--- config.mk ---
export PLATFORM = sky130hd
export DESIGN_NAME = ebc_bus_ctrl
export DESIGN_NICKNAME = d
export VERILOG_FILES = /design/src/logic/ebc_pkg.sv /design/src/logic/ebc_sel_if.sv /design/src/logic/ebc_bus_ctrl.sv /design/src/logic/ebc_chip_select.sv
export VERILOG_INCLUDE_DIRS = /design/src /design/src/logic
export SDC_FILE = /design/constraint.sdc
export NUM_CORES = 1
export LEC_CHECK = 0
export ABC_AREA = 1
export BUFFER_PORTS_ARGS = -buffer_cell sky130_fd_sc_hd__buf_2
export CORE_UTILIZATION = 53
export CTS_BUF_LIST = sky130_fd_sc_hd__clkbuf_2
export CTS_CLUSTER_SIZE = 24
export DETAILED_ROUTE_END_ITERATION = 8
export PLACE_DENSITY = 0.83
export SLEW_MARGIN = 15
export SYNTH_ARGS = -nofsm -noshare
export SYNTH_HDL_FRONTEND = slang
export SYNTH_HIERARCHICAL = 1
export SYNTH_SLANG_ARGS = --single-unit
--- constraint.sdc ---
create_clock -name mclk -period 6.7 [get_ports mclk]
set_input_delay 1.34 -clock mclk [delete_from_list [all_inputs] [get_ports mclk]]
set_output_delay 1.34 -clock mclk [all_outputs]
set_load 0.005 [all_outputs]
--- src/logic/ebc_defines.svh ---
`ifndef EBC_DEFINES_SVH
`define EBC_DEFINES_SVH
// Bus cycle timing, in output-clock (mclk) cycles
`define EBC_MIN_CYCLES      2'h3
`define EBC_BM_T0           7'h08
`define EBC_BM_T1           7'h10
`define EBC_BM_T2           7'h20
`define EBC_BM_T3           7'h40
// Select reset and release values, and the reset vector
`define EBC_BOOT_BASE_RST   13'h0000
`define EBC_BOOT_BLK_RST    3'h7
`define EBC_BOOT_BYTE_REL   2'h3
`define EBC_GEN_BYTE_RST    2'h0
`define EBC_RESET_VECTOR    24'h000000
// Size codes
`define EBC_SIZ_BYTE        2'h1
`define EBC_SIZ_WORD        2'h2
// Field positions of a select option word
`define EBC_OPT_MODE        15
`define EBC_OPT_BYTE_HI     14
`define EBC_OPT_BYTE_LO     13
`define EBC_OPT_RW_HI       12
`define EBC_OPT_RW_LO       11
`define EBC_OPT_STROBE_TIMING_SELECT        10
`define EBC_OPT_ACK_HI      9
`define EBC_OPT_ACK_LO      6
`define EBC_OPT_PORT16      0
// Select count, boot select is index 0
`define EBC_NSEL            4
`endif

--- src/logic/ebc_pkg.sv ---
package ebc_pkg;
    typedef enum logic [1:0] {EBC_IDLE, EBC_ADDR, EBC_WAIT, EBC_DONE} ebc_state_e;
    typedef logic [15:0] ebc_opt_t;
    typedef logic [12:0] ebc_base_t;
endpackage

--- src/logic/ebc_sel_if.sv ---
`timescale 1ns/1ps
interface ebc_sel_if;
    import ebc_pkg::*;
    logic [23:0] addr;
    logic        rd;
    logic        as_act;
    logic        ds_act;
    logic        legacy_bus_clock;
    logic [1:0]  siz;
    logic [3:0]  wait_cnt;
    modport bus (output addr, rd, as_act, ds_act, legacy_bus_clock, siz, wait_cnt);
    modport sel (input addr, rd, as_act, ds_act, legacy_bus_clock, siz, wait_cnt);
endinterface

--- src/logic/ebc_bus_ctrl.sv ---
// ==========================================================
// What this block does
// - Acked cycle takes at least three clocks
// - Drive address and transfer size at start
// - Insert wait clocks until any ack low
// - No termination means waiting forever
// - Bus error wins over halt
// - Monitor raises bus error after timeout
// - Word reads two bytes, byte one
// - Compare only bits above the block
// - Upper address bits copy bit nineteen
// - Boot select base zero, 512K block
// - Select needs every option condition met
// - Mode bit picks async or legacy_bus_clock sync
// - Byte-lane field gates select per port
// - Reset clears lanes, then general lanes load from gen_opt; boot lanes become 11
// - Direction field limits reads or writes
// - Strobe bit aligns select to AS/DS in async mode
// - Ack field picks internal ack wait in async mode
// - External ack inputs always honoured
// - First fetch from reset vector zero
`timescale 1ns/1ps
`include "ebc_defines.svh"
module ebc_bus_ctrl
    import ebc_pkg::*;
(
    input  wire logic                  mclk,
    input  wire logic                  rst_b,
    input  wire logic                  ce,
    input  wire logic                  req,
    input  wire logic                  req_rd,
    input  wire logic                  req_word,
    input  wire logic [23:0]           req_addr,
    input  wire logic [15:0]           req_wdata,
    input  wire logic [1:0]            port_size_ack_b,
    input  wire logic                  bus_error_in_b,
    input  wire logic                  halt_b,
    input  wire logic [15:0]           data_in,
    input  wire logic                  monitor_enable,
    input  wire logic [1:0]            monitor_timeout_select,
    input  wire logic                  legacy_bus_clock_in,
    input  wire logic [3*13-1:0]       gen_base,
    input  wire logic [3*3-1:0]        gen_blk,
    input  wire logic [3*16-1:0]       gen_opt,
    input  wire logic                  opt_wr,
    input  wire logic [1:0]            opt_wr_sel,
    input  wire ebc_opt_t              opt_wr_data,
    input  wire logic                  boot_base_wr,
    input  wire ebc_base_t             boot_base_data,
    output logic                       output_clock,
    output logic                       busy,
    output logic                       done,
    output logic                       err,
    output logic [15:0]                rdata_q,
    output logic                       ack16_q,
    output logic [23:0]                addr_q,
    output logic [1:0]                 transfer_size_q,
    output logic                       rd_wr_q,
    output logic                       address_strobe_b_q,
    output logic                       data_strobe_b_q,
    output logic [15:0]                data_out_q,
    output logic                       data_oe_q,
    output logic [`EBC_NSEL-1:0]       select_b,
    output logic [23:0]                reset_vector
);
    // ==========================================================
    // Reset synchroniser
    logic       rs1_q;
    logic       rst_q_b;
    always_ff @(posedge mclk or negedge rst_b) begin
        if (!rst_b) begin
            rs1_q   <= 1'b0;
            rst_q_b <= 1'b0;
        end else begin
            rs1_q   <= 1'b1;
            rst_q_b <= rs1_q;
        end
    end

    assign output_clock = mclk;
    assign reset_vector = `EBC_RESET_VECTOR;

    // ==========================================================
    // Select option storage
    ebc_opt_t   opt_q [`EBC_NSEL];
    ebc_base_t  boot_base_q;
    logic       rel_q;
    always_ff @(posedge mclk or negedge rst_q_b) begin
        if (!rst_q_b) begin
            for (int i = 0; i < `EBC_NSEL; i++) begin
                opt_q[i] <= 16'h0000;
            end
            rel_q <= 1'b0;
        end else if (ce) begin
            if (!rel_q) begin
                rel_q <= 1'b1;
                for (int i = 1; i < `EBC_NSEL; i++) begin
                    opt_q[i] <= gen_opt[(i-1)*16 +: 16];
                end
                opt_q[0] <= 16'h3801;
                opt_q[0][`EBC_OPT_BYTE_HI:`EBC_OPT_BYTE_LO] <= `EBC_BOOT_BYTE_REL;
            end else if (opt_wr) begin
                opt_q[opt_wr_sel] <= opt_wr_data;
            end
        end
    end

    always_ff @(posedge mclk or negedge rst_q_b) begin
        if (!rst_q_b) begin
            boot_base_q <= `EBC_BOOT_BASE_RST;
        end else if (ce && boot_base_wr) begin
            boot_base_q <= boot_base_data;
        end
    end

    // ==========================================================
    // Bus cycle state machine
    ebc_state_e st_q;
    logic [2:0] cyc_q;
    logic [6:0] mon_q;
    logic [6:0] mon_lim;
    logic [3:0] wait_q;
    logic [`EBC_NSEL-1:0] int_ack;
    logic       ack_any;
    logic       bus_error;
    logic       halt;
    logic       term;

    always_comb begin
        unique case (monitor_timeout_select)
            2'h0: mon_lim = `EBC_BM_T3;
            2'h1: mon_lim = `EBC_BM_T2;
            2'h2: mon_lim = `EBC_BM_T1;
            2'h3: mon_lim = `EBC_BM_T0;
        endcase
    end

    // External acks always count, even with internal ack on
    assign ack_any = (port_size_ack_b != 2'h3) || (|int_ack);
    assign bus_error    = !bus_error_in_b ||
                     (monitor_enable && mon_q >= mon_lim);
    assign halt    = !halt_b && !bus_error;
    // No terminator: stays in wait forever
    assign term    = bus_error || halt ||
                     (ack_any && cyc_q >= 3'(`EBC_MIN_CYCLES - 2'h1));

    always_ff @(posedge mclk or negedge rst_q_b) begin
        if (!rst_q_b) begin
            st_q <= EBC_IDLE;
        end else if (ce) begin
            unique case (st_q)
                EBC_IDLE: if (req && rel_q) st_q <= EBC_ADDR;
                EBC_ADDR: st_q <= EBC_WAIT;
                EBC_WAIT: if (term) st_q <= EBC_DONE;
                EBC_DONE: st_q <= EBC_IDLE;
            endcase
        end
    end

    always_ff @(posedge mclk or negedge rst_q_b) begin
        if (!rst_q_b) begin
            cyc_q  <= 3'h0;
            mon_q  <= 7'h00;
            wait_q <= 4'h0;
        end else if (ce) begin
            if (st_q == EBC_IDLE) begin
                cyc_q  <= 3'h0;
                mon_q  <= 7'h00;
                wait_q <= 4'h0;
            end else begin
                if (cyc_q != 3'h7) cyc_q <= cyc_q + 3'h1;
                if (mon_q != 7'h7F) mon_q <= mon_q + 7'h01;
                if (st_q == EBC_WAIT && wait_q != 4'hF) wait_q <= wait_q + 4'h1;
            end
        end
    end

    // ==========================================================
    // Pins; upper address copies bit 19
    always_ff @(posedge mclk or negedge rst_q_b) begin
        if (!rst_q_b) begin
            addr_q          <= 24'h000000;
            transfer_size_q <= 2'h0;
            rd_wr_q         <= 1'b1;
            data_out_q      <= 16'h0000;
        end else if (ce && st_q == EBC_IDLE && req && rel_q) begin
            addr_q          <= {{4{req_addr[19]}}, req_addr[19:0]};
            transfer_size_q <= req_word ? `EBC_SIZ_WORD : `EBC_SIZ_BYTE;
            rd_wr_q         <= req_rd;
            data_out_q      <= req_wdata;
        end
    end

    // Drive data only while the strobe frames a write
    always_ff @(posedge mclk or negedge rst_q_b) begin
        if (!rst_q_b) begin
            data_oe_q <= 1'b0;
        end else if (ce) begin
            data_oe_q <= !rd_wr_q && (st_q == EBC_ADDR || (st_q == EBC_WAIT && !term));
        end
    end

    always_ff @(posedge mclk or negedge rst_q_b) begin
        if (!rst_q_b) begin
            address_strobe_b_q <= 1'b1;
            data_strobe_b_q    <= 1'b1;
        end else if (ce) begin
            address_strobe_b_q <= !(st_q == EBC_ADDR || (st_q == EBC_WAIT && !term));
            data_strobe_b_q    <= !(st_q == EBC_WAIT && !term);
        end
    end

    // Peripheral drives data then acks with port size
    always_ff @(posedge mclk or negedge rst_q_b) begin
        if (!rst_q_b) begin
            rdata_q <= 16'h0000;
            ack16_q <= 1'b0;
        end else if (ce && st_q == EBC_WAIT && term && !bus_error && !halt) begin
            rdata_q <= data_in;
            ack16_q <= !port_size_ack_b[1];
        end
    end

    logic err_q;
    always_ff @(posedge mclk or negedge rst_q_b) begin
        if (!rst_q_b) begin
            err_q <= 1'b0;
        end else if (ce && st_q == EBC_WAIT && term) begin
            err_q <= bus_error || halt;
        end
    end
    assign busy = st_q != EBC_IDLE;
    assign done = st_q == EBC_DONE;
    assign err  = done && err_q;

    // ==========================================================
    // Chip selects, boot select is index 0
    ebc_sel_if sif ();
    assign sif.addr     = addr_q;
    assign sif.rd       = rd_wr_q;
    assign sif.as_act   = st_q == EBC_WAIT || st_q == EBC_ADDR;
    assign sif.ds_act   = st_q == EBC_WAIT;
    assign sif.legacy_bus_clock     = legacy_bus_clock_in;
    assign sif.siz      = transfer_size_q;
    assign sif.wait_cnt = wait_q;

    for (genvar g = 0; g < `EBC_NSEL; g++) begin : g_sel
        ebc_chip_select u_sel (
            .mclk    (mclk),
            .rst_q_b (rst_q_b),
            .ce      (ce),
            .bus     (sif.sel),
            .base    (g == 0 ? boot_base_q : gen_base[(g == 0 ? 0 : g-1)*13 +: 13]),
            .blk     (g == 0 ? `EBC_BOOT_BLK_RST : gen_blk[(g == 0 ? 0 : g-1)*3 +: 3]),
            .opt     (opt_q[g]),
            .cs_b_q  (select_b[g]),
            .int_ack (int_ack[g])
        );
    end
endmodule

--- src/logic/ebc_chip_select.sv ---
`timescale 1ns/1ps
`include "ebc_defines.svh"
module ebc_chip_select
    import ebc_pkg::*;
(
    input  wire logic      mclk,
    input  wire logic      rst_q_b,
    input  wire logic      ce,
    ebc_sel_if.sel         bus,
    input  wire ebc_base_t base,
    input  wire logic [2:0] blk,
    input  wire ebc_opt_t  opt,
    output logic           cs_b_q,
    output logic           int_ack
);
    logic [23:0] mask;
    logic        hit;
    logic        lane_ok;
    logic        dir_ok;
    logic        strobe_timing_select_ok;
    logic [1:0]  bsel;
    logic [1:0]  rwf;
    logic [3:0]  ackf;

    assign bsel = {opt[`EBC_OPT_BYTE_HI], opt[`EBC_OPT_BYTE_LO]};
    assign rwf  = {opt[`EBC_OPT_RW_HI], opt[`EBC_OPT_RW_LO]};
    assign ackf = opt[`EBC_OPT_ACK_HI:`EBC_OPT_ACK_LO];
    // Block 4K << blk, so the boot code 7 spans 512K
    assign mask = 24'hFFFFFF << (5'd12 + 5'(blk));
    assign hit  = ((bus.addr & mask) == ({base, 11'h000} & mask));

    // Byte lanes: 8-bit port any nonzero, 16-bit per lane
    always_comb begin
        if (!opt[`EBC_OPT_PORT16]) begin
            lane_ok = (bsel != 2'h0);
        end else begin
            unique case (bsel)
                2'h0: lane_ok = 1'b0;
                2'h1: lane_ok = !(bus.addr[0] == 1'b0 &&
                                  bus.siz == `EBC_SIZ_BYTE);
                2'h2: lane_ok = !(bus.addr[0] == 1'b1 &&
                                  bus.siz == `EBC_SIZ_BYTE);
                2'h3: lane_ok = 1'b1;
            endcase
        end
    end

    always_comb begin
        unique case (rwf)
            2'h0: dir_ok = 1'b0;
            2'h1: dir_ok = bus.rd;
            2'h2: dir_ok = !bus.rd;
            2'h3: dir_ok = 1'b1;
        endcase
    end

    // Sync mode ignores strobe timing and tracks legacy_bus_clock
    assign strobe_timing_select_ok = opt[`EBC_OPT_MODE] ? (bus.as_act && bus.legacy_bus_clock) :
                     (opt[`EBC_OPT_STROBE_TIMING_SELECT] ? bus.ds_act : bus.as_act);

    always_ff @(posedge mclk or negedge rst_q_b) begin
        if (!rst_q_b) begin
            cs_b_q <= 1'b1;
        end else if (ce) begin
            cs_b_q <= !(hit && lane_ok && dir_ok && strobe_timing_select_ok);
        end
    end

    // Internal ack after ackf waits; 4'hF means external only
    assign int_ack = !cs_b_q && !opt[`EBC_OPT_MODE] && ackf != 4'hF &&
                     bus.wait_cnt >= ackf;
endmodule

After elaboration in Yosys (flattened, before gate mapping)
Index checks and enable logic that the tools add are counted.

word-level totals
  register bits after elaboration = 160
  input bits = 199
  word-level logic and storage cells = 230

operators by class
  add/subtract/negate cells = 6
  $lt $le $gt $ge = 8
  equality and inequality tests = 46
  shift operators = 3
  multiplexer cells = 36
  bitwise logic cells = 8
  reduce and logical (&&, ||, !) cells = 97

operators with widths
  operator                                             count
  AND 24 bit                                           6
  two-way mux 64 bit                                   2
  equality test 24 bit                                 3
  left shift 24 x 5 -> 24 bit, first input constant    3
  bitwise mux 64 bit                                   1
  logical AND 1 bit                                    44
  equality test 2 bit, second input constant           20
  demux 16 bit (select 2 bit)                          1
  case mux 1 bit (4 select lines)                      8
  case mux 7 bit (4 select lines)                      1
  zero test 1 bit                                      23
  equality test 2 x 1 -> 1 bit, second input constant  11
  zero test 2 bit                                      10
  inequality test 4 bit, second input constant         5
  >= comparator 4 bit                                  4
  two-way mux 16 bit                                   1
  nonzero test 2 bit                                   8
  adder 4 x 3 -> 5 bit, first input constant           3
  two-way mux 7 bit                                    2
  two-way mux 1 bit                                    12
  two-way mux 4 bit                                    2
  inequality test 2 bit, second input constant         4
  case mux 2 bit (4 select lines)                      1
  AND reduction 2 bit                                  4
  other kinds (17)                                     25

Depth between registers and ports, before layout
Gate-level depths: netlist of the first run.

  depth in word-level cells = 13
  mapped depth = 15

By module
The synthesis of the first run kept the hierarchy.

modules (own cells, without submodules)
  module           instances  cells an instance  area an instance (um^2)  sequential area each (um^2)
  ebc_bus_ctrl     1          819                7185.6                   3907.5
  ebc_chip_select  4          102                489.2                    26.3

==> impl_metrics.toml, run 1 <==
[worst_setup_path]
slowest_delay_ps = 120
crit_path_end_kind = "primary output"
critPathTopFamily = "buffers and inverters"
crit_chain = "clkbuf_2 -> clkbuf_2 -> buf_2"
path_common_cell = "clkbuf_2"
critPathRequiredTime_ps = 5360
cp_max_fo = 3
crit_path_start_kind = "clock port"
crit_buf_inv = 3
criticalPathCategory = "clock port to primary output"
critPathSlowestCell = "buf_2"
r2r_setup_slack_ps = 3020
arrival_ps = 3640

[synthesis]
synthCells = 1130
yosys_warnings = 6
synth_area_sq_mm = 0.00824
syn-mean-instance-area_sq_um = 7.29

[timing]
slew_headroom_pct = 25.8
worst_pin_slew_ps = 1110
setup_viol = 0
rsz0062_at_grt = "no"
setup_ws_ps = 1720
clock-skew-final_ps = 55.6
fin_tns_setup_ps = 0
hold_viol_final = 0
final-max-slew-violation-count = 0

[placed_design]
detailedPlace.worstSlack_ps = 1910
place_area_sq_mm = 0.00943
place_hpwl_mm = 16.7
gp_congestion = 0.889
io_buffers = 241

[routing]
num_vias = 7920
drc = 0
first_pass_iters = 6
drt_iter0_drc = 613
vias_per_cell = 5.06
wl_per_cell_um = 14.2
wirelength_mm = 22.2
ant_nets = 0

[floorplan]
core_sq_mm = 0.0152
die_h_um = 127
dieArea_sq_mm = 0.0160
pin_count = 294
start_util_pct = 54.2
die_w_um = 127
rows = 45

[clock_tree]
clkLatencyLatePin_ps = 830
cts_resized = 0
postCtsSetupBuffers = 0
holdBufCountCts = 0
path_clk_slew_ps = 300
cts_tree = "built"

[min_path]
hold_class = "primary input to asynchronous set/reset pin"

[power]
power.leakage_nw = 5.55
peakVddDrop_v = 0.000196
power_density_mw_per_mm2 = 311

[final_layout]
fin_area_sq_mm = 0.00971
nets = 1591
syn_to_final_growth_pct = 17.9
final_util_pct = 63.9
layout-drive-gt1-share_pct = 23.1

[global_routing]
grt_pass1_wl_mm = 34.7
grt_max_degree = 72
grt_use_total_pct = 27.9
antenna_found_initial = 2
overflow = 0
grt_pass1_vias = 7219

[flow_run]
cap_violations = 0

[run_status]
status = "finished, final reports clean"
## cells in the final DEF (no fill, tap or decap), types with 3 or more instances in the layout
cell type	instances
a31oi_1	6
nor2_1	147
nand4_1	14
o211ai_1	4
a21oi_1	62
inv_8	4
ha_1	29
nand3b_1	4
clkbuf_2	20
mux2_2	12
o41ai_1	3
nand3_1	56
or2_1	4
clkinv_8	5
buf_2	241
o21ai_1	10
inv_6	3
dfstp_2	7
nand2_1	338
or2_0	9
inv_1	139
buf_4	3
xnor2_1	9
dfrtp_1	131
o21ai_0	45
a21oi_2	11
conb_1	39
## area by class of cell
type | instances | area (sq um)
diodes | 2 | 5.00
clock buffers | 21 | 105
clock inverters | 15 | 178
fillers | 1388 | 5490
inverters | 142 | 533
multi-input cells | 816 | 3940
flip-flops and latches | 139 | 3490
well taps | 188 | 235
repair buffers | 243 | 1220
## layer usage
metal	share of wire [%]	routed length, um	vias to the layer above	GRT usage (%)
li1	-	-	3951	-
met1	43	9440	3608	36.0
met2	48	10700	318	46.8
met3	6.6	1470	43	5.74
met4	2.4	522	0	10.3
met5	0	0	-	0
## state kept, by name, indices dropped and copies added, names as in the netlist
| name | count |
|---|---|
| ack16_q | 1 |
| data_out_q | 16 |
| g_sel.u_sel/cs_b_q | 4 |
| st_q | 2 |
| data_strobe_b_q | 1 |
| addr_q | 20 |
| rdata_q | 16 |
| boot_base_q | 12 |
| rd_wr_q | 1 |
| rel_q | 1 |
| err_q | 1 |
| address_strobe_b_q | 1 |
| transfer_size_q | 2 |
| rs1_q | 1 |
| opt_q | 44 |
| mon_q | 7 |
| sif.wait_cnt | 4 |
| cyc_q | 3 |
| rst_q_b | 1 |
| data_oe_q | 1 |
## worst reg2reg max path, delay by kind of cell (launching register included)
kind            cells  cell delay (ps)
compound gates      1              500
buf+inv             1             1150
flops               1              910
simple gates        2             1050
## power breakdown
group,internal (mW),total (mW),switching (mW),leakage (nW)
sequential,1.09,1.34,0.246,1.71
clock,0.144,0.540,0.396,0.168
combinational,0.492,1.14,0.652,3.67
total,1.73,3.02,1.29,5.55
## final timing paths
path                                       to  depth (start not counted)     from
hold / removal                        rst_q_b                          1    rst_b
min in group mclk                     rst_q_b                          0    rs1_q
setup reg to reg           transfer_size_q[0]                          4    rel_q
max in group asynchronous      boot_base_q[7]                          1  rst_q_b
hold reg to reg                       rst_q_b                          0    rs1_q
setup / recovery                 output_clock                          3     mclk
## through the flow
stage	total power, mW	cells	hold WS [ps]
after global placement	2.44	1529	341
after global routing	3.29	1566	122
after CTS	3.03	1564	171
final	3.02	1566	216
after floorplan	2.05	1167	331
after detailed placement	2.50	1529	344
Power figures use the tool's default switching activity.
==> run 2: changes to the inputs <==
==> constraint.sdc (replaced) <==
create_clock -name mclk -period 5.15 [get_ports mclk]
set_input_delay 1.03 -clock mclk [delete_from_list [all_inputs] [get_ports mclk]]
set_output_delay 1.03 -clock mclk [all_outputs]
set_load 0.005 [all_outputs]
==> run 2 against run 1 <==
Compared with the run above:
- largest power group unchanged
- first-iteration DRC count is 12% lower
- critical endpoint unchanged
- critical path type unchanged
- global-route usage is 0.59 points higher
- sequential power is 31% higher
- highest routed layer unchanged
==> impl_metrics.toml, run 2 (synthesis results as in run 1) <==
[worst_setup_path]
slowest_delay_ps = 120
worstReg2RegStart = "rel_q"
crit_buf_inv = 3
crit_start = "mclk"
path_common_cell = "clkbuf_2"
cp_max_fo = 2
critPathTopFamily = "buffers and inverters"
arrival_ps = 2880
critPathRequiredTime_ps = 4120
critPathSlowestCell = "buf_2"
criticalPathCategory = "clock port to primary output"
crit_chain = "clkbuf_2 -> clkbuf_2 -> buf_2"
crit_path_start_kind = "clock port"
crit_path_end_kind = "primary output"

[timing]
final-max-slew-violation-count = 0
hold_viol_final = 0
clock-skew-final_ps = 49.4
fin_tns_setup_ps = 0
setup_viol = 0
slew_headroom_pct = 25.5
worst_pin_slew_ps = 1110
rsz0062_at_grt = "no"

[routing]
vias_per_cell = 5.02
wl_per_cell_um = 14.1
num_vias = 7868
ant_nets = 0
drc = 0
first_pass_iters = 7
drt_iter0_drc = 541
wirelength_mm = 22.1

[floorplan]
rows = 45
dieArea_sq_mm = 0.0160
die_w_um = 127
die_h_um = 127
pin_count = 294
core_sq_mm = 0.0152
start_util_pct = 54.2

[final_layout]
layout_commonest_cell = "nand2_1"
reg_top3 = "opt_q x44, addr_q x20"
nets = 1594
syn_to_final_growth_pct = 18.4
largest_reg_flops = 44
top_register = "opt_q"
layout_common_cells = "nand2_1, buf_2, nor2_1"
fin_area_sq_mm = 0.00975
layout-drive-gt1-share_pct = 23.2

[global_routing]
antenna_found_initial = 1
grt_max_degree = 53
overflow = 0
grt_pass1_wl_mm = 35.3
grt_use_total_pct = 28.5
grt_pass1_vias = 7318

[min_path]
hold_class = "flip-flop to asynchronous set/reset pin"

[placed_design]
gp_congestion = 0.888
io_buffers = 241
place_area_sq_mm = 0.00945
place_hpwl_mm = 16.7

[power]
swShare_pct = 41.6
p_int_mw = 2.34
power.leakage_nw = 5.58
seqPwrFrac_pct = 43.9
clkPwrFrac_pct = 19.2
power_density_mw_per_mm2 = 411
switchingPower_mw = 1.67
combPwrFrac_pct = 36.8
peakVddDrop_v = 0.000255

[clock_tree]
postCtsSetupBuffers = 0
holdBufCountCts = 1
cts_tree = "built"
cts_resized = 0
path_clk_slew_ps = 270
clkLatencyLatePin_ps = 840

[flow_run]
cap_violations = 0

[run_status]
status = "finished, final reports clean"
==> run 2: cell count changes in the layout (fill, tap and decap cells not counted) <==
cell | before | now
clkinv_8 | 5 | 1
buf_4 | 3 | 5
bufinv_16 | 0 | 2
diode_2 | 2 | 1
inv_8 | 4 | 6
dlygate4sd3_1 | 0 | 1
==> run 2: final timing paths <==
path	end	slack [ps]	cells after the start
worst min-delay path	rdata_q[4]	340	0
worst max-delay path	output_clock	1240	3
min in group mclk	addr_q[18]	370	3
worst max register to register	transfer_size_q[0]	1850	5
worst min register to register	rdata_q[4]	340	0
max in group asynchronous	addr_q[16]	3650	1
==> run 2: area by class of cell <==
class / instances / area [sq um]
clock inverters: 15 / 195
flip-flops and latches: 139 / 3490
well taps: 188 / 235
repair buffers: 246 / 1250
fillers: 1361 / 5450
multi-input cells: 816 / 3940
clock buffers: 21 / 105
inverters: 142 / 533
diodes: 1 / 2.50
==> run 2: metal layers <==
metal | global-route usage [%] | share of wire, %
met1 | 36.2 | 44
met2 | 47.1 | 47
met3 | 6.28 | 6.1
met4 | 12.5 | 3.1
met5 | 0 | 0
==> run 2: per-stage QoR <==
step / std cells / total power [mW] / setup slack (ps) / hold WS (ps) / util, %
6_report: 1568 / 4.01 / 1240 / 344 / 64.2
5_1_grt: 1568 / 4.36 / 1230 / 258 / 64.2
4_1_cts: 1567 / 4.02 / 1230 / 317 / 64.1
3_5_place_dp: 1531 / 3.26 / 1440 / 342 / 62.1
3_3_place_gp: 1531 / 3.18 / 1440 / 342 / 62.1
2_1_floorplan: 1167 / 2.67 / 1000 / 331 / -
==> run 2: power groups by stage <==
stage / clock [mW] / combinational [mW] / sequential, mW
4_1_cts: 0.786 / 1.48 / 1.76
5_1_grt: 0.846 / 1.70 / 1.81
6_report: 0.770 / 1.48 / 1.76
3_5_place_dp: 0.00843 / 1.47 / 1.77
3_3_place_gp: 0.00843 / 1.41 / 1.76
2_1_floorplan: 0.0126 / 0.927 / 1.73
